### config.mk
export PLATFORM = sky130hd
export DESIGN_NAME = acr_i2c_slave
export DESIGN_NICKNAME = d
export VERILOG_FILES = /design/src/acr_pkg.sv /design/src/acr_conv.sv /design/src/acr_i2c_slave.sv
export SDC_FILE = /design/constraint.sdc
export NUM_CORES = 1
export LEC_CHECK = 0
export BUFFER_PORTS_ARGS = -buffer_cell sky130_fd_sc_hd__buf_2
export CAP_MARGIN = 20
export CORE_MARGIN = 2
export CORE_UTILIZATION = 35
export CTS_BUF_LIST = sky130_fd_sc_hd__clkbuf_8 sky130_fd_sc_hd__clkbuf_16
export CTS_CLUSTER_SIZE = 16
export DETAILED_ROUTE_END_ITERATION = 6
export MAX_ROUTING_LAYER = met4
export PLACE_DENSITY = 0.54
export SLEW_MARGIN = 20
export SYNTH_ARGS = -nofsm -noshare
export SYNTH_HDL_FRONTEND = slang
export SYNTH_SLANG_ARGS = --single-unit
### constraint.sdc
create_clock -name I_CLK -period 6.4 [get_ports I_CLK]
set_input_delay 0.64 -clock I_CLK [delete_from_list [all_inputs] [get_ports I_CLK]]
set_output_delay 0.64 -clock I_CLK [all_outputs]
set_load 0.005 [all_outputs]
### src/acr_pkg.sv
// Constants shared by the conversion-restart two-wire slave
// ----------------------------------------------------------------------------
// How it works
// - A write that was acknowledged and then closed by Stop drops the unread result and starts a new conversion.
// - A configuration byte written before that Stop is applied to the new conversion.
// - The device answers the global call address 1110111 with write as well as its own address.
// - A global call write arriving after the conversion has finished is acknowledged by pulling the data line low.
// - The Stop closing a global call loads a received byte and starts a new conversion.
// - A global call closed by Stop without a byte starts a conversion and keeps the stored rate.
// - The device answers its own address 0010100, where the direction bit is 1 for read and 0 for write.
// - During a conversion any matching address is refused by leaving the data line released.
// - The top bit of the written byte selects the slow rate when 1 and the fast rate when 0, and fast is the reset value.
// - After an acknowledged read the 16-bit result is shifted out MSB first, changing on falling clock edges.
// ----------------------------------------------------------------------------
package acr_pkg;
   localparam logic [6:0] OWN_ADDR = 7'h14;
   localparam logic [6:0] GCALL_ADDR = 7'h77;
   localparam int RATE_BIT = 7;
   localparam logic SLOW_RATE_RST = 1'b0;
   localparam logic [15:0] RESULT_RST = 16'h0000;
   localparam int RESULT_W = 16;
   // Conversion times in microseconds; fast rate 60 Hz, slow rate 30 Hz
   localparam int CLK_MHZ = 50;
   localparam int FAST_CONV_US = 16667;
   localparam int SLOW_CONV_US = 33333;
   localparam int FAST_CONV_CYC = FAST_CONV_US * CLK_MHZ;
   localparam int SLOW_CONV_CYC = SLOW_CONV_US * CLK_MHZ;
   typedef enum logic [2:0] {
      ACR_IDLE = 3'b000,
      ACR_ADDR = 3'b001,
      ACR_AACK = 3'b010,
      ACR_WDAT = 3'b011,
      ACR_DACK = 3'b100,
      ACR_RDAT = 3'b101,
      ACR_RACK = 3'b110,
      ACR_SKIP = 3'b111
   } acr_state_t;
endpackage : acr_pkg

### src/acr_conv.sv
// Conversion timer: busy period and result capture
`timescale 1ns/1ps
`default_nettype none
module acr_conv #(
   parameter int FAST_CYC = acr_pkg::FAST_CONV_CYC,
   parameter int SLOW_CYC = acr_pkg::SLOW_CONV_CYC
) (
   input wire logic i_clk,
   input wire logic i_rst_n,
   input wire logic i_start,
   input wire logic i_slow,
   input wire logic [15:0] i_sample,
   output logic o_busy,
   output logic [15:0] o_result
);
   logic [31:0] cnt_ff;
   logic busy_ff;
   logic [15:0] res_ff;
   assign o_busy = busy_ff;
   assign o_result = res_ff;
   always_ff @(posedge i_clk) begin
      if (!i_rst_n) begin
         // Reset starts a conversion, like power-up
         busy_ff <= 1'b1;
         cnt_ff <= 32'(FAST_CYC - 1);
      end else if (i_start) begin
         busy_ff <= 1'b1;
         cnt_ff <= i_slow ? 32'(SLOW_CYC - 1) : 32'(FAST_CYC - 1);
      end else if (busy_ff) begin
         if (cnt_ff == 32'h0000_0000) begin
            busy_ff <= 1'b0;
         end else begin
            cnt_ff <= cnt_ff - 32'h0000_0001;
         end
      end
   end
   always_ff @(posedge i_clk) begin
      if (!i_rst_n) begin
         res_ff <= acr_pkg::RESULT_RST;
      end else if (busy_ff && cnt_ff == 32'h0000_0000 && !i_start) begin
         res_ff <= i_sample;
      end
   end
endmodule : acr_conv
`default_nettype wire

### src/acr_i2c_slave.sv
// Two-wire slave that restarts conversions on write-then-Stop and global call
`timescale 1ns/1ps
`default_nettype none
module acr_i2c_slave #(
   parameter int FAST_CYC = acr_pkg::FAST_CONV_CYC,
   parameter int SLOW_CYC = acr_pkg::SLOW_CONV_CYC
) (
   input wire logic I_CLK,
   input wire logic I_RST_N,
   input wire logic I_SCL,
   input wire logic I_SDA,
   input wire logic [15:0] I_SAMPLE,
   output logic O_SDA,
   output logic O_SDA_OE,
   output logic O_BUSY,
   output logic O_SLOW_RATE_SELECT
);
   // ------------------------------------------------------------------------
   // Pin synchronisers
   // ------------------------------------------------------------------------
   logic scl_m_ff, scl_s_ff, scl_d_ff;
   logic sda_m_ff, sda_s_ff, sda_d_ff;
   always_ff @(posedge I_CLK) begin
      if (!I_RST_N) begin
         scl_m_ff <= 1'b1;
         scl_s_ff <= 1'b1;
         scl_d_ff <= 1'b1;
         sda_m_ff <= 1'b1;
         sda_s_ff <= 1'b1;
         sda_d_ff <= 1'b1;
      end else begin
         scl_m_ff <= I_SCL;
         scl_s_ff <= scl_m_ff;
         scl_d_ff <= scl_s_ff;
         sda_m_ff <= I_SDA;
         sda_s_ff <= sda_m_ff;
         sda_d_ff <= sda_s_ff;
      end
   end
   logic scl_rise, scl_fall, start_det, stop_det;
   assign scl_rise = scl_s_ff && !scl_d_ff;
   assign scl_fall = !scl_s_ff && scl_d_ff;
   assign start_det = scl_s_ff && scl_d_ff && !sda_s_ff && sda_d_ff;
   assign stop_det = scl_s_ff && scl_d_ff && sda_s_ff && !sda_d_ff;

   // ------------------------------------------------------------------------
   // Transfer state
   // ------------------------------------------------------------------------
   acr_pkg::acr_state_t state_ff, nxt_state;
   logic [3:0] bit_ff;
   logic [7:0] shreg_ff;
   logic [15:0] rd_ff;
   logic wr_acked_ff, byte_got_ff, slow_ff, pend_slow_ff, conv_start_ff;
   logic sda_oe_ff;
   logic busy;
   logic [15:0] result;
   logic [7:0] rx_byte;
   logic own_hit, gc_hit, addr_ok;
   assign rx_byte = {shreg_ff[6:0], sda_s_ff};
   // Address is judged at the eighth falling SCL, when the whole byte sits in the shifter
   assign own_hit = shreg_ff[7:1] == acr_pkg::OWN_ADDR;
   assign gc_hit = shreg_ff[7:1] == acr_pkg::GCALL_ADDR && !shreg_ff[0];
   // acknowledge only once the conversion is over
   assign addr_ok = (own_hit || gc_hit) && !busy;

   acr_conv #(
      .FAST_CYC(FAST_CYC),
      .SLOW_CYC(SLOW_CYC)
   ) u_conv (
      .i_clk(I_CLK),
      .i_rst_n(I_RST_N),
      .i_start(conv_start_ff),
      .i_slow(slow_ff),
      .i_sample(I_SAMPLE),
      .o_busy(busy),
      .o_result(result)
   );

   always_comb begin
      nxt_state = state_ff;
      if (start_det) begin
         nxt_state = acr_pkg::ACR_ADDR;
      end else if (stop_det) begin
         nxt_state = acr_pkg::ACR_IDLE;
      end else if (scl_fall) begin
         // Ack waits for the eighth falling SCL: SDA moving under a high SCL reads as Start
         case (state_ff)
            acr_pkg::ACR_ADDR: begin
               if (bit_ff == 4'h8) begin
                  nxt_state = addr_ok ? acr_pkg::ACR_AACK : acr_pkg::ACR_SKIP;
               end
            end
            acr_pkg::ACR_AACK: begin
               nxt_state = shreg_ff[0] ? acr_pkg::ACR_RDAT : acr_pkg::ACR_WDAT;
            end
            acr_pkg::ACR_WDAT: begin
               if (bit_ff == 4'h8) begin
                  nxt_state = acr_pkg::ACR_DACK;
               end
            end
            acr_pkg::ACR_DACK: nxt_state = acr_pkg::ACR_SKIP;
            acr_pkg::ACR_RDAT: begin
               if (bit_ff == 4'h7) begin
                  nxt_state = acr_pkg::ACR_RACK;
               end
            end
            acr_pkg::ACR_RACK: nxt_state = acr_pkg::ACR_RDAT;
            default: nxt_state = state_ff;
         endcase
      end else if (scl_rise && state_ff == acr_pkg::ACR_RACK && sda_s_ff) begin
         // Master NAK ends the read
         nxt_state = acr_pkg::ACR_SKIP;
      end
   end

   always_ff @(posedge I_CLK) begin
      if (!I_RST_N) begin
         state_ff <= acr_pkg::ACR_IDLE;
      end else begin
         state_ff <= nxt_state;
      end
   end

   // Bit counter and receive shifter
   always_ff @(posedge I_CLK) begin
      if (!I_RST_N) begin
         bit_ff <= 4'h0;
         shreg_ff <= 8'h00;
      end else if (start_det) begin
         bit_ff <= 4'h0;
      end else if (scl_rise && (state_ff == acr_pkg::ACR_ADDR ||
                                state_ff == acr_pkg::ACR_WDAT)) begin
         shreg_ff <= rx_byte;
         bit_ff <= bit_ff + 4'h1;
      end else if (scl_fall && (state_ff == acr_pkg::ACR_AACK ||
                                state_ff == acr_pkg::ACR_DACK ||
                                state_ff == acr_pkg::ACR_RACK)) begin
         bit_ff <= 4'h0;
      end else if (scl_fall && state_ff == acr_pkg::ACR_RDAT) begin
         bit_ff <= bit_ff + 4'h1;
      end
   end

   // Write bookkeeping: acked write, received byte, pending rate
   always_ff @(posedge I_CLK) begin
      if (!I_RST_N) begin
         wr_acked_ff <= 1'b0;
         byte_got_ff <= 1'b0;
         pend_slow_ff <= acr_pkg::SLOW_RATE_RST;
      end else if (stop_det) begin
         wr_acked_ff <= 1'b0;
         byte_got_ff <= 1'b0;
      end else if (scl_fall && bit_ff == 4'h8 && state_ff == acr_pkg::ACR_ADDR
                   && addr_ok && !shreg_ff[0]) begin
         wr_acked_ff <= 1'b1;
      end else if (scl_rise && bit_ff == 4'h7 && state_ff == acr_pkg::ACR_WDAT) begin
         byte_got_ff <= 1'b1;
         pend_slow_ff <= rx_byte[acr_pkg::RATE_BIT];
      end
   end

   // Rate setting and conversion restart on Stop
   always_ff @(posedge I_CLK) begin
      if (!I_RST_N) begin
         slow_ff <= acr_pkg::SLOW_RATE_RST;
         conv_start_ff <= 1'b0;
      end else begin
         conv_start_ff <= 1'b0;
         if (stop_det && wr_acked_ff) begin
            conv_start_ff <= 1'b1;
            if (byte_got_ff) begin
               slow_ff <= pend_slow_ff;
            end
         end else if (scl_rise && state_ff == acr_pkg::ACR_RACK && sda_s_ff) begin
            // Result consumed; next conversion starts
            conv_start_ff <= 1'b1;
         end
      end
   end

   // Read shifter loads on address acknowledge, shifts on falling SCL
   always_ff @(posedge I_CLK) begin
      if (!I_RST_N) begin
         rd_ff <= acr_pkg::RESULT_RST;
      end else if (nxt_state == acr_pkg::ACR_AACK && state_ff == acr_pkg::ACR_ADDR) begin
         rd_ff <= result;
      end else if (scl_fall && (state_ff == acr_pkg::ACR_RDAT ||
                                (state_ff == acr_pkg::ACR_AACK && shreg_ff[0]) ||
                                state_ff == acr_pkg::ACR_RACK)) begin
         if (state_ff == acr_pkg::ACR_RDAT) begin
            rd_ff <= {rd_ff[14:0], 1'b0};
         end
      end
   end

   // Open-drain drive: low for ACK or a zero data bit
   always_ff @(posedge I_CLK) begin
      if (!I_RST_N) begin
         sda_oe_ff <= 1'b0;
      end else begin
         case (nxt_state)
            acr_pkg::ACR_AACK: sda_oe_ff <= 1'b1;
            acr_pkg::ACR_DACK: sda_oe_ff <= 1'b1;
            acr_pkg::ACR_RDAT: begin
               if (scl_fall) begin
                  sda_oe_ff <= state_ff == acr_pkg::ACR_RDAT ? !rd_ff[14] : !rd_ff[15];
               end
            end
            default: sda_oe_ff <= 1'b0;
         endcase
      end
   end

   assign O_SDA = 1'b0;
   assign O_SDA_OE = sda_oe_ff;

   logic busy_o_ff;
   always_ff @(posedge I_CLK) begin
      if (!I_RST_N) begin
         busy_o_ff <= 1'b1;
      end else begin
         busy_o_ff <= busy;
      end
   end
   assign O_BUSY = busy_o_ff;
   assign O_SLOW_RATE_SELECT = slow_ff;
endmodule : acr_i2c_slave
`default_nettype wire

# == Word level (Yosys, flattened, before mapping) ==
# Cells that the tools add are included.
# totals
regBits,93
# op_classes
addsub,2
bitwise_logic,4
reduce_logical,56
mux,27
eq_ne,15
# op_table
cell,count
2-to-1 mux 32 bit,3
2-to-1 mux 16 bit,3
logical NOT 32 bit,1
"subtractor 32 x 1 -> 32 bit, second input constant",1
2-to-1 mux 3 bit,9
logical AND 1 bit,26
2-to-1 mux 21 bit,1
one-hot mux 3 bit (6 select lines),1
"== test 3 bit, second input constant",5
2-to-1 mux 4 bit,3
AND reduction 2 bit,5
"== test 3 x 2 -> 1 bit, second input constant",3
logical NOT 1 bit,9
OR reduction 2 bit,4
"== test 7 x 5 -> 1 bit, second input constant",1
"== test 7 bit, second input constant",1
logical OR 1 bit,6
2-to-1 mux 1 bit,6
nonzero test 2 bit,3
"adder 4 x 1 -> 4 bit, second input constant",1
"== test 4 x 3 -> 1 bit, second input constant",1
"== test 4 bit, second input constant",1
"inequality test 2 bit, second input constant",2
inverter 1 bit,4
4 further kinds,4

# == Depth between registers and ports, before layout ==
# Gate-level depths: netlist of run 1.
# depth
word_depth,14
mapped_depth,10

# == Hierarchy ==
# From an unflattened synthesis of run 1, not the netlist that was laid out.
# unflattened
cells_unflattened,504
hier_area_um2,4543.1
# modules_own_cells
mod,seq_area_each_um2,n_inst,cells_each,area_per_inst_um2
acr_conv,980.9,1,250,2351.0
acr_i2c_slave,880.8,1,254,2192.1

# == Least setup slack after synthesis of run 1 ==
# OpenSTA, ideal clock, no wires.
# synth_path
kind,register to register
start,register u_conv.cnt_ff[19]
end,"register u_conv.res_ff[10], in the netlist u_conv.o_result[10]"
stages_incl_launch_ff,8
t_arrival_ns,2.413
n_path_buf,2
path_slack_ns,3.871
cell_sequence,dfxtp_1 > or4_4 > or4_4 > buf_6 > nor4_4 > buf_8 > mux2i_1 > nor2b_1
# synth_between
elab_chain_len,3
# synth_rtl
item,line_no,text
from (decl),acr_conv.sv:16,logic [31:0] cnt_ff;
from (signal assigned),acr_conv.sv:25,cnt_ff <= 32'(FAST_CYC - 1);
from (signal assigned),acr_conv.sv:28,cnt_ff <= i_slow ? 32'(SLOW_CYC - 1) : 32'(FAST_CYC - 1);
from (signal assigned),acr_conv.sv:33,cnt_ff <= cnt_ff - 32'h0000_0001;
logical NOT 32 bit,acr_conv.sv:40,end else if (busy_ff && cnt_ff == 32'h0000_0000 && !i_start) begin
logical AND 1 bit (2 in series),acr_conv.sv:40,
to (signal assigned),acr_conv.sv:39,res_ff <= acr_pkg::RESULT_RST;
to (signal assigned),acr_conv.sv:41,res_ff <= i_sample;
to (decl),acr_conv.sv:18,logic [15:0] res_ff;
# No other way between the ends.
# A chain may end at the register's enable or synchronous reset.

# == Worst setup path after layout of run 1 ==
# layout_path
start,register u_conv.cnt_ff[2]
end,register u_conv.cnt_ff[23]
# layout_between
elab_chain_len,4
# layout_rtl
item,line_no,text
subtractor 32 x 1 -> 32 bit,acr_conv.sv:33,
2-to-1 mux 32 bit,acr_conv.sv:30,if (cnt_ff == 32'h0000_0000) begin
2-to-1 mux 32 bit,acr_conv.sv:29,end else if (busy_ff) begin
2-to-1 mux 32 bit,acr_conv.sv:26,end else if (i_start) begin
# Several ways; a longest one is shown, not always the timed one. The select of a mux whose other input is x is not followed.

==> results of run 1 <==
-- critical path: stages (launching register included) --
cell	delay (ns)
dfxtp_1	0.36
or4_1	0.59
nor3b_1	0.42
nand3_1	0.34
or4_2	0.62
a21oi_1	0.15
-- path summary, 6_finish.rpt --
| kind | cells after the start | slack (ns) | endpoint | from |
|---|---|---|---|---|
| setup reg to reg | 5 | 3.84 | u_conv.cnt_ff[23] | u_conv.cnt_ff[2] |
| hold reg to reg | 1 | 0.42 | scl_s_ff | scl_m_ff |
| hold / removal | 1 | 0.42 | scl_s_ff | scl_m_ff |
| setup / recovery | 5 | 3.84 | u_conv.cnt_ff[23] | u_conv.cnt_ff[2] |
-- cells in the mapped netlist (all sizes together) (2+ instances only) --
cell and number:
a211oi 2, a21boi 16, o21a 2, or3 7
a311oi 2, nand4b 4, or2 2, xnor2 17
buf 5, nand2b 12, nor4 16, ha 3
a31oi 4, nor2 36, nor2b 23, clkbuf 17
o21ai 15, o31ai 5, nand3 12, mux2i 34
a21oi 13, nand3b 3, dfxtp 93, or4 6
and2 2, and3 2, o211a 15, nand2 57
nor3b 2, inv 10, nor3 8, xor2 10
nand4 6
-- kinds of logic after synthesis --
family,after synthesis,synth area share [%]
AND/OR/NAND/NOR,203,25.04
flip-flops,93,43.23
AO/OA/AOI/OAI,82,13.74
multiplexers,35,8.164
buffers and inverters,32,3.370
XOR/XNOR,27,5.491
adder cells (fa/ha/maj),3,0.8717
other,1,0.08708
-- layout make-up --
class                           count  area [µm²]
Multi-Input combinational cell    351        2306
Clock inverter                      5       58.81
Fill cell                        1200        7171
Inverter                           10       37.54
Tap cell                          147       183.9
Timing Repair Buffer               26       140.1
Clock buffer                       11       252.7
Sequential cell                    93        1862
-- where the power goes --
part	total (mW)	switching (mW)	internal, mW
combinational	0.0451	0.0258	0.0193
clock	0.549	0.225	0.324
sequential	0.592	0.00743	0.584
total	1.19	0.258	0.928
-- flip-flops by register name (all words and copies together), names as in the netlist, 3 cells and up --
name,flops
state_ff,3
u_conv.o_result,16
bit_ff,4
rd_ff,16
u_conv.cnt_ff,32
shreg_ff,8
-- through the flow --
step / util (%) / setup WS [ns]
2_1_floorplan: - / 3.871
3_3_place_gp: 37.70 / 3.907
3_5_place_dp: 37.70 / 3.827
4_1_cts: 40.29 / 3.803
5_1_grt: 40.30 / 3.643
6_report: 40.30 / 3.836
-- layer usage --
metal,vias to the layer above,GRT usage [%],wire length [µm]
met5,-,-,0
met4,0,6.265,187
met3,16,4.270,374
met2,80,22.27,3949
met1,1534,18.73,4243
li1,1711,-,-
==> results.yml, run 1 <==
clocking:
  clockRootBuffer: "clkbuf_16"
  cts_buffers: 9
  cts.sinks: 93
  path_clk_slew_ns: 0.06
  cts_resized: 0
  cts_buffer_depth: 2
  h-tree-depth: 3
  post_cts.repair.setup_buffers: 0
  postCtsHoldBufs: 0
  cts_tree: "yes"
  insertion_delay_ns: 0.35
layout:
  final_common_cell: "dfxtp_1"
  layout.cells.most_common_list: "93 x dfxtp_1, 57 x nand2_1, 36 x nor2_1"
  fin_nets: 514
  layout-drive-gt1-share_pct: 11.49
  final_cell_area_mm2: 0.004841
  n_antenna_cell: 0
  area_delta_synth_final_pct: 12.41
  layout.cells.non_filler: 643
timing:
  max_freq_mhz: 390.0
  rsz0062_at_grt: "no"
  clock_skew_ns: 0.007555
  fin_crit_sh_pct: 40.06
  hold_viol: 0
  slew_violations: 0
  tightest_slew_ns: 0.7137
  relSlewSlack_pct: 51.98
  finalSetupViolations: 0
  finalCriticalPeriod_ns: 2.564
  whs_ns: 0.4197
  fin_setup_tns_ns: 0
floorplanning:
  die_w_um: 114.9
  core_mm2: 0.01201
  die_height_um: 114.9
  ios: 24
  die_area_mm2: 0.01321
  start_util_pct: 35.85
  rows: 40
global_route:
  grt_pass1_wl_mm: 15.01
  first_global_vias: 3220
  grt_usage_pct: 14.86
  grt_start_max_net_pins: 66
  antenna_found_initial: 0
  grt_overflow: 0
detailed_routing:
  routedWlPerCell_um: 13.61
  initialDrtViolationCount: 240
  vias_per_cell: 5.196
  drt-pass1-iter-count: 5
  wl_mm: 8.754
  via_count: 3341
  ant_nets: 0
  drc: 0
logic_synthesis:
  syn_area_mm2: 0.004307
  netlist.area_leader.share_pct: 43.23
  syn_inst: 476
  ys.flop_type: "dfxtp_1"
  async_reset_ff_share_pct: 0
  synth-seq-cells: 93
  synth_top_cell_by_area: "dfxtp_1"
  synthTopCellsByArea: "dfxtp_1 43%, mux2i_1 7.9%, nand2_1 5.0%, o211a_1 3.5%, xnor2_1 3.5%"
  synth.avg_cell_area_um2: 9.048
  synth_edf_count: 0
  synth_nets: 499
  yosys.cell_types.count: 55
  ys.warnings.count: 0
  seq_area_frac_synth_pct: 43.23
placed_design:
  dp.cells: 627
  place.gp.congestion: 0.8728
  place.detailed.hpwl_mm: 5.845
  place.port_buffers: 22
  placed_area_mm2: 0.004528
power_and_ir_drop:
  power_density_mw_per_mm2: 245.0
  peakVddDrop_v: 0.0001787
  total_power_mw: 1.186
  p_leak_nw: 1.812
setup_path:
  startpoint_type: "flip-flop"
  critPathRequiredTime_ns: 6.67
  critPathCaptureType: "flip-flop"
  cp_max_fo: 8
  crit_type: "reg -> reg"
  critical_path_arrival_ns: 2.83
hold_path:
  hp-class: "reg -> reg"
outcome:
  status: "complete, no violations"
run:
  max_cap_violations: 0
Note: power is estimated with default switching activity, not from simulation.
==> run 2: changes to the inputs <==
--- a/config.mk
+++ b/config.mk
@@ -13,7 +13,7 @@
 export CTS_CLUSTER_SIZE = 16
 export DETAILED_ROUTE_END_ITERATION = 6
 export MAX_ROUTING_LAYER = met4
-export PLACE_DENSITY = 0.54
+export PLACE_DENSITY = 0.55
 export SLEW_MARGIN = 20
 export SYNTH_ARGS = -nofsm -noshare
 export SYNTH_HDL_FRONTEND = slang
==> constraint.sdc (replaced) <==
create_clock -name I_CLK -period 2.3 [get_ports I_CLK]
set_input_delay 0.23 -clock I_CLK [delete_from_list [all_inputs] [get_ports I_CLK]]
set_output_delay 0.23 -clock I_CLK [all_outputs]
set_load 0.005 [all_outputs]
==> run 2 against run 1 <==
Via count is 2.2% higher; sequential power grew to 2.8 times the previous value; hold slack worse by 0.34 ns; flip-flop and latch count stayed put; clock skew is 0.00095 ns lower; count of clock-buffer cells in the layout is 2 lower; non-clock buffer count is 24 higher; first-iteration DRC count is 6.7% higher; largest cell class unchanged; largest power group unchanged.
==> results.yml, run 2 (synthesized netlist as in run 1, its figures left out) <==
layout:
  fillers: 1202
  layout-drive-gt1-share_pct: 17.50
  final_common_cell: "dfxtp_1"
  layout.cells.most_common_list: "91 x dfxtp_1, 57 x nand2_1, 35 x nor2_1"
  layout.cells.non_filler: 667
  regMostFlops: "u_conv.cnt_ff"
  area_delta_synth_final_pct: 18.91
  fin_nets: 538
  largest_reg_flops: 32
  n_antenna_cell: 0
placed_design:
  dp.cells: 646
  place.gp.congestion: 0.8474
  place.detailed.hpwl_mm: 6.378
  place.port_buffers: 22
detailed_routing:
  ant_nets: 0
  drt-pass1-iter-count: 5
  routedWlPerCell_um: 14.06
  initialDrtViolationCount: 256
  met1Wirelength_mm: 4.628
  via_count: 3416
  wl_mm: 9.378
  wl_met2_mm: 4.219
  highest_layer: "met4"
  drc: 0
  vias_per_cell: 5.121
  wl_met3_um: 403
floorplanning:
  start_util_pct: 35.85
  core_mm2: 0.01201
  die_area_mm2: 0.01321
  ios: 24
  die_height_um: 114.9
  die_w_um: 114.9
  rows: 40
global_route:
  grt_start_max_net_pins: 62
  grt_pass1_wl_mm: 15.82
  first_global_vias: 3254
  grt_overflow: 0
  antenna_found_initial: 0
  grt_usage_pct: 15.69
setup_path:
  crit_top_cell: "or4_4"
  critPathCaptureType: "flip-flop"
  cp_max_fo: 6
  slowest_delay_ns: 0.53
  crit_type: "reg -> reg"
  cpLargestDelayFamily: "simple AND/OR/NAND/NOR gates"
  startpoint_type: "flip-flop"
  cp_slowest_cell: "or4_4"
  critPathRequiredTime_ns: 2.52
  critical_path_arrival_ns: 2.48
  crit_chain: "or4_4 > or4_4 > o31ai_4 > buf_6 > or3_1 > xor2_1 > o21ai_0"
  path_buf_inv: 1
clocking:
  cts_tree: "yes"
  postCtsHoldBufs: 0
  cts_buffers: 9
  insertion_delay_ns: 0.35
  h-tree-depth: 3
  path_clk_slew_ns: 0.06
  cts_buffer_depth: 2
  clockRootBuffer: "clkbuf_16"
  cts.sinks: 93
timing:
  finalCriticalPeriod_ns: 2.263
  finalSetupViolations: 0
  rsz0062_at_grt: "yes"
  relSlewSlack_pct: 58.48
  fin_crit_sh_pct: 98.37
  fin_setup_tns_ns: 0
  tightest_slew_ns: 0.6213
  clock_skew_ns: 0.006605
  hold_viol: 0
  max_freq_mhz: 442.0
  slew_violations: 0
run:
  max_cap_violations: 0
hold_path:
  hp-class: "in -> reg"
power_and_ir_drop:
  p_leak_nw: 1.975
  peakVddDrop_v: 0.0005296
  total_power_mw: 3.253
  power_density_mw_per_mm2: 635.2
outcome:
  status: "complete, no violations"
[run 2: cell type report]
type	instances	area, µm²	area share, %
clock buffers	9	225.2	4.398
clock inverters	7	67.56	1.319
inverters	10	37.54	0.7330
well taps	147	183.9	3.591
flip-flops and latches	93	1864	36.40
multi-input cells	351	2386	46.59
repair buffers	50	356.6	6.963
[run 2: layer usage]
metal  track usage [%]  vias to the layer above
li1                  -                     1762
met1             19.71                     1587
met2             23.61                       59
met3             5.430                        8
met4             5.221                        0
met5                 -                        -
[run 2: per-stage QoR]
step | util, % | setup slack, ns | hold slack (ns) | instance area [µm²]
after floorplan | - | -0.08515 | 0.3315 | 4324
after global placement | 39.13 | -0.001982 | 0.4067 | 4700
after detailed placement | 39.13 | -0.03626 | 0.4056 | 4700
after CTS | 41.74 | 0.002956 | 0.06675 | 5014
after global routing | 42.64 | -0.04356 | 0.07167 | 5121
final | 42.64 | 0.03749 | 0.07795 | 5121
[run 2: final timing paths]
kind / cells past startpoint / slack, ns / from / to
max: 7 / 0.04 / u_conv.cnt_ff[22] / u_conv.cnt_ff[8]
max reg2reg: 7 / 0.04 / u_conv.cnt_ff[22] / u_conv.cnt_ff[8]
min reg2reg: 1 / 0.41 / scl_m_ff / scl_s_ff
min: 2 / 0.08 / I_SDA / sda_m_ff
[run 2: worst reg2reg max path: cells and delay by family (launching register included)]
family | cells | cell delay, ns
buffers and inverters | 1 | 0.18
and+or+nand+nor | 3 | 1.14
xor gates and xnor gates | 1 | 0.13
AOI/OAI and AO/OA | 2 | 0.38
DFF | 1 | 0.32
[run 2: what timing repair did]
| action | CTS | global route |
|---|---|---|
| pin swaps | 0 | 4 |
| setup buffers | 1 | 3 |
| gates cloned | 1 | 0 |
| setup endpoints to repair | 4 | 36 |
| resized for setup | 2 | 19 |
[run 2: where the power goes]
group	leakage [nW]	total, mW	switching [mW]	internal [mW]
Sequential	0.753	1.65	0.0214	1.63
Clock	0.143	1.47	0.633	0.836
Combinational	1.08	0.137	0.0751	0.0620
==> run 3: changes to the inputs <==
--- a/config.mk
+++ b/config.mk
@@ -13,7 +13,7 @@
 export CTS_CLUSTER_SIZE = 16
 export DETAILED_ROUTE_END_ITERATION = 6
 export MAX_ROUTING_LAYER = met4
-export PLACE_DENSITY = 0.55
+export PLACE_DENSITY = 0.54
 export SLEW_MARGIN = 20
 export SYNTH_ARGS = -nofsm -noshare
 export SYNTH_HDL_FRONTEND = slang
==> constraint.sdc (replaced) <==
create_clock -name I_CLK -period 2.66 [get_ports I_CLK]
set_input_delay 0.266 -clock I_CLK [delete_from_list [all_inputs] [get_ports I_CLK]]
set_output_delay 0.266 -clock I_CLK [all_outputs]
set_load 0.005 [all_outputs]
==> run 3 against run 2 <==
Clock power is 9.5% lower; count of clock-buffer cells in the layout is 2 higher; die area stayed put; fmax is 5.7% lower; final cell count is 1.9% lower; total power is 12% lower; clock skew is 0.0013 ns lower; register-to-register slack better by 0.22 ns; combinational power is 18% lower; hold slack better by 0.035 ns; critical path type unchanged; largest power group unchanged.
==> results.yml, run 3 (synthesized netlist as in run 1, its figures left out) <==
outcome:
  status: "complete, no violations"
clocking:
  cts_buffer_depth: 2
  cts_resized: 0
  cts.sinks: 93
  postCtsHoldBufs: 0
  insertion_delay_ns: 0.34
  h-tree-depth: 3
  cts_buffers: 9
  clockRootBuffer: "clkbuf_16"
  path_clk_slew_ns: 0.06
  cts_tree: "yes"
  post_cts.repair.setup_buffers: 0
detailed_routing:
  drc: 0
  wl_mm: 8.967
  via_count: 3348
  drt-pass1-iter-count: 7
  routedWlPerCell_um: 13.71
  initialDrtViolationCount: 181
  vias_per_cell: 5.119
  ant_nets: 0
global_route:
  grt_overflow: 0
  grt_start_max_net_pins: 54
  grt_usage_pct: 14.75
  grt_pass1_wl_mm: 15.19
  antenna_found_initial: 0
  first_global_vias: 3192
timing:
  finalSetupViolations: 0
  hold_viol: 0
  whs_ns: 0.1132
  max_freq_mhz: 416.7
  clock_skew_ns: 0.005299
  fin_crit_sh_pct: 90.21
  worst_slack_ns: 0.2604
  relSlewSlack_pct: 61.33
  tightest_slew_ns: 0.5789
  finalCriticalPeriod_ns: 2.400
  slew_violations: 0
  fin_setup_tns_ns: 0
  rsz0062_at_grt: "no"
power_and_ir_drop:
  peakVddDrop_v: 0.0002998
  power_density_mw_per_mm2: 581.5
  total_power_mw: 2.869
  p_leak_nw: 1.870
run:
  max_cap_violations: 0
placed_design:
  dp_slack_ns: 0.2591
  place.detailed.hpwl_mm: 6.181
  place.port_buffers: 22
  place.gp.congestion: 0.8344
  placed_area_mm2: 0.004623
floorplanning:
  die_w_um: 114.9
  die_area_mm2: 0.01321
  rows: 40
  ios: 24
  start_util_pct: 35.85
  core_mm2: 0.01201
  die_height_um: 114.9
layout:
  fin_nets: 525
  layout.cells.most_common_list: "93 x dfxtp_1, 57 x nand2_1, 36 x nor2_1"
  area_delta_synth_final_pct: 14.58
  largest_reg_flops: 32
  layout-drive-gt1-share_pct: 13.21
  final_cell_area_mm2: 0.004935
  final_common_cell: "dfxtp_1"
  regMostFlops: "u_conv.cnt_ff"
  fillers: 1217
  n_antenna_cell: 0
setup_path:
  startpoint_type: "flip-flop"
  critPathRequiredTime_ns: 2.89
  crit_chain: "or4_4 > or4_4 > nor4_4 > buf_12 > mux2i_1 > nor2b_1"
  crit_type: "reg -> reg"
  critical_path_arrival_ns: 2.63
  cp_max_fo: 16
  slowest_delay_ns: 0.59
  cp_slowest_cell: "or4_4"
  critPathCaptureType: "flip-flop"
  crit_top_cell: "or4_4"
hold_path:
  hp-class: "in -> reg"
==> run 3: changes by cell type in the layout (fill, tap and decap cells not counted), moves of 3 or more <==
cell    previous run  this run
nor4_2             3         0
buf_4             23        14
nor4_1            11        15
buf_6              3         0
==> run 3: power breakdown <==
part	switching [mW]	total, mW	internal [mW]
clock network	0.553	1.33	0.780
logic	0.0627	0.112	0.0492
registers	0.0188	1.42	1.41
==> run 3: path summary, 6_finish.rpt <==
kind                     startpoint             endpoint  slack [ns]  depth (start not counted)
hold / removal                I_SDA             sda_m_ff        0.11                          2
setup reg to reg  u_conv.cnt_ff[19]  u_conv.o_result[10]        0.26                          6
hold reg to reg            sda_m_ff             sda_s_ff        0.42                          1
setup / recovery  u_conv.cnt_ff[19]  u_conv.o_result[10]        0.26                          6
==> run 3: through the flow <==
stage          util (%)  std cells
2_1_floorplan         -        476
3_3_place_gp      38.49        638
3_5_place_dp      38.49        638
4_1_cts           41.08        654
5_1_grt           41.08        654
6_report          41.08        654
==> run 3: worst max-delay path, delay by kind of cell, from the launching register on <==
kind          cells  cell delay, ns
simple gates      4            1.52
mux               1            0.20
buf+inv           1            0.21
flops             1            0.36
==> run 3: layout make-up <==
cell class	count	area, µm²	area share, %
tap	147	183.9	3.727
multi-input combinational	351	2305	46.70
sequential	93	1862	37.73
clock buffer	11	252.7	5.122
clock inverter	5	58.81	1.192
timing repair buffer	37	235.2	4.767
inverter	10	37.54	0.7606
==> run 3: layer usage <==
layer  GRT usage [%]  wire length (µm)
met1           19.08              4461
met2           22.08              3986
met3           3.321               356
met4           6.426               162
met5               -                 0
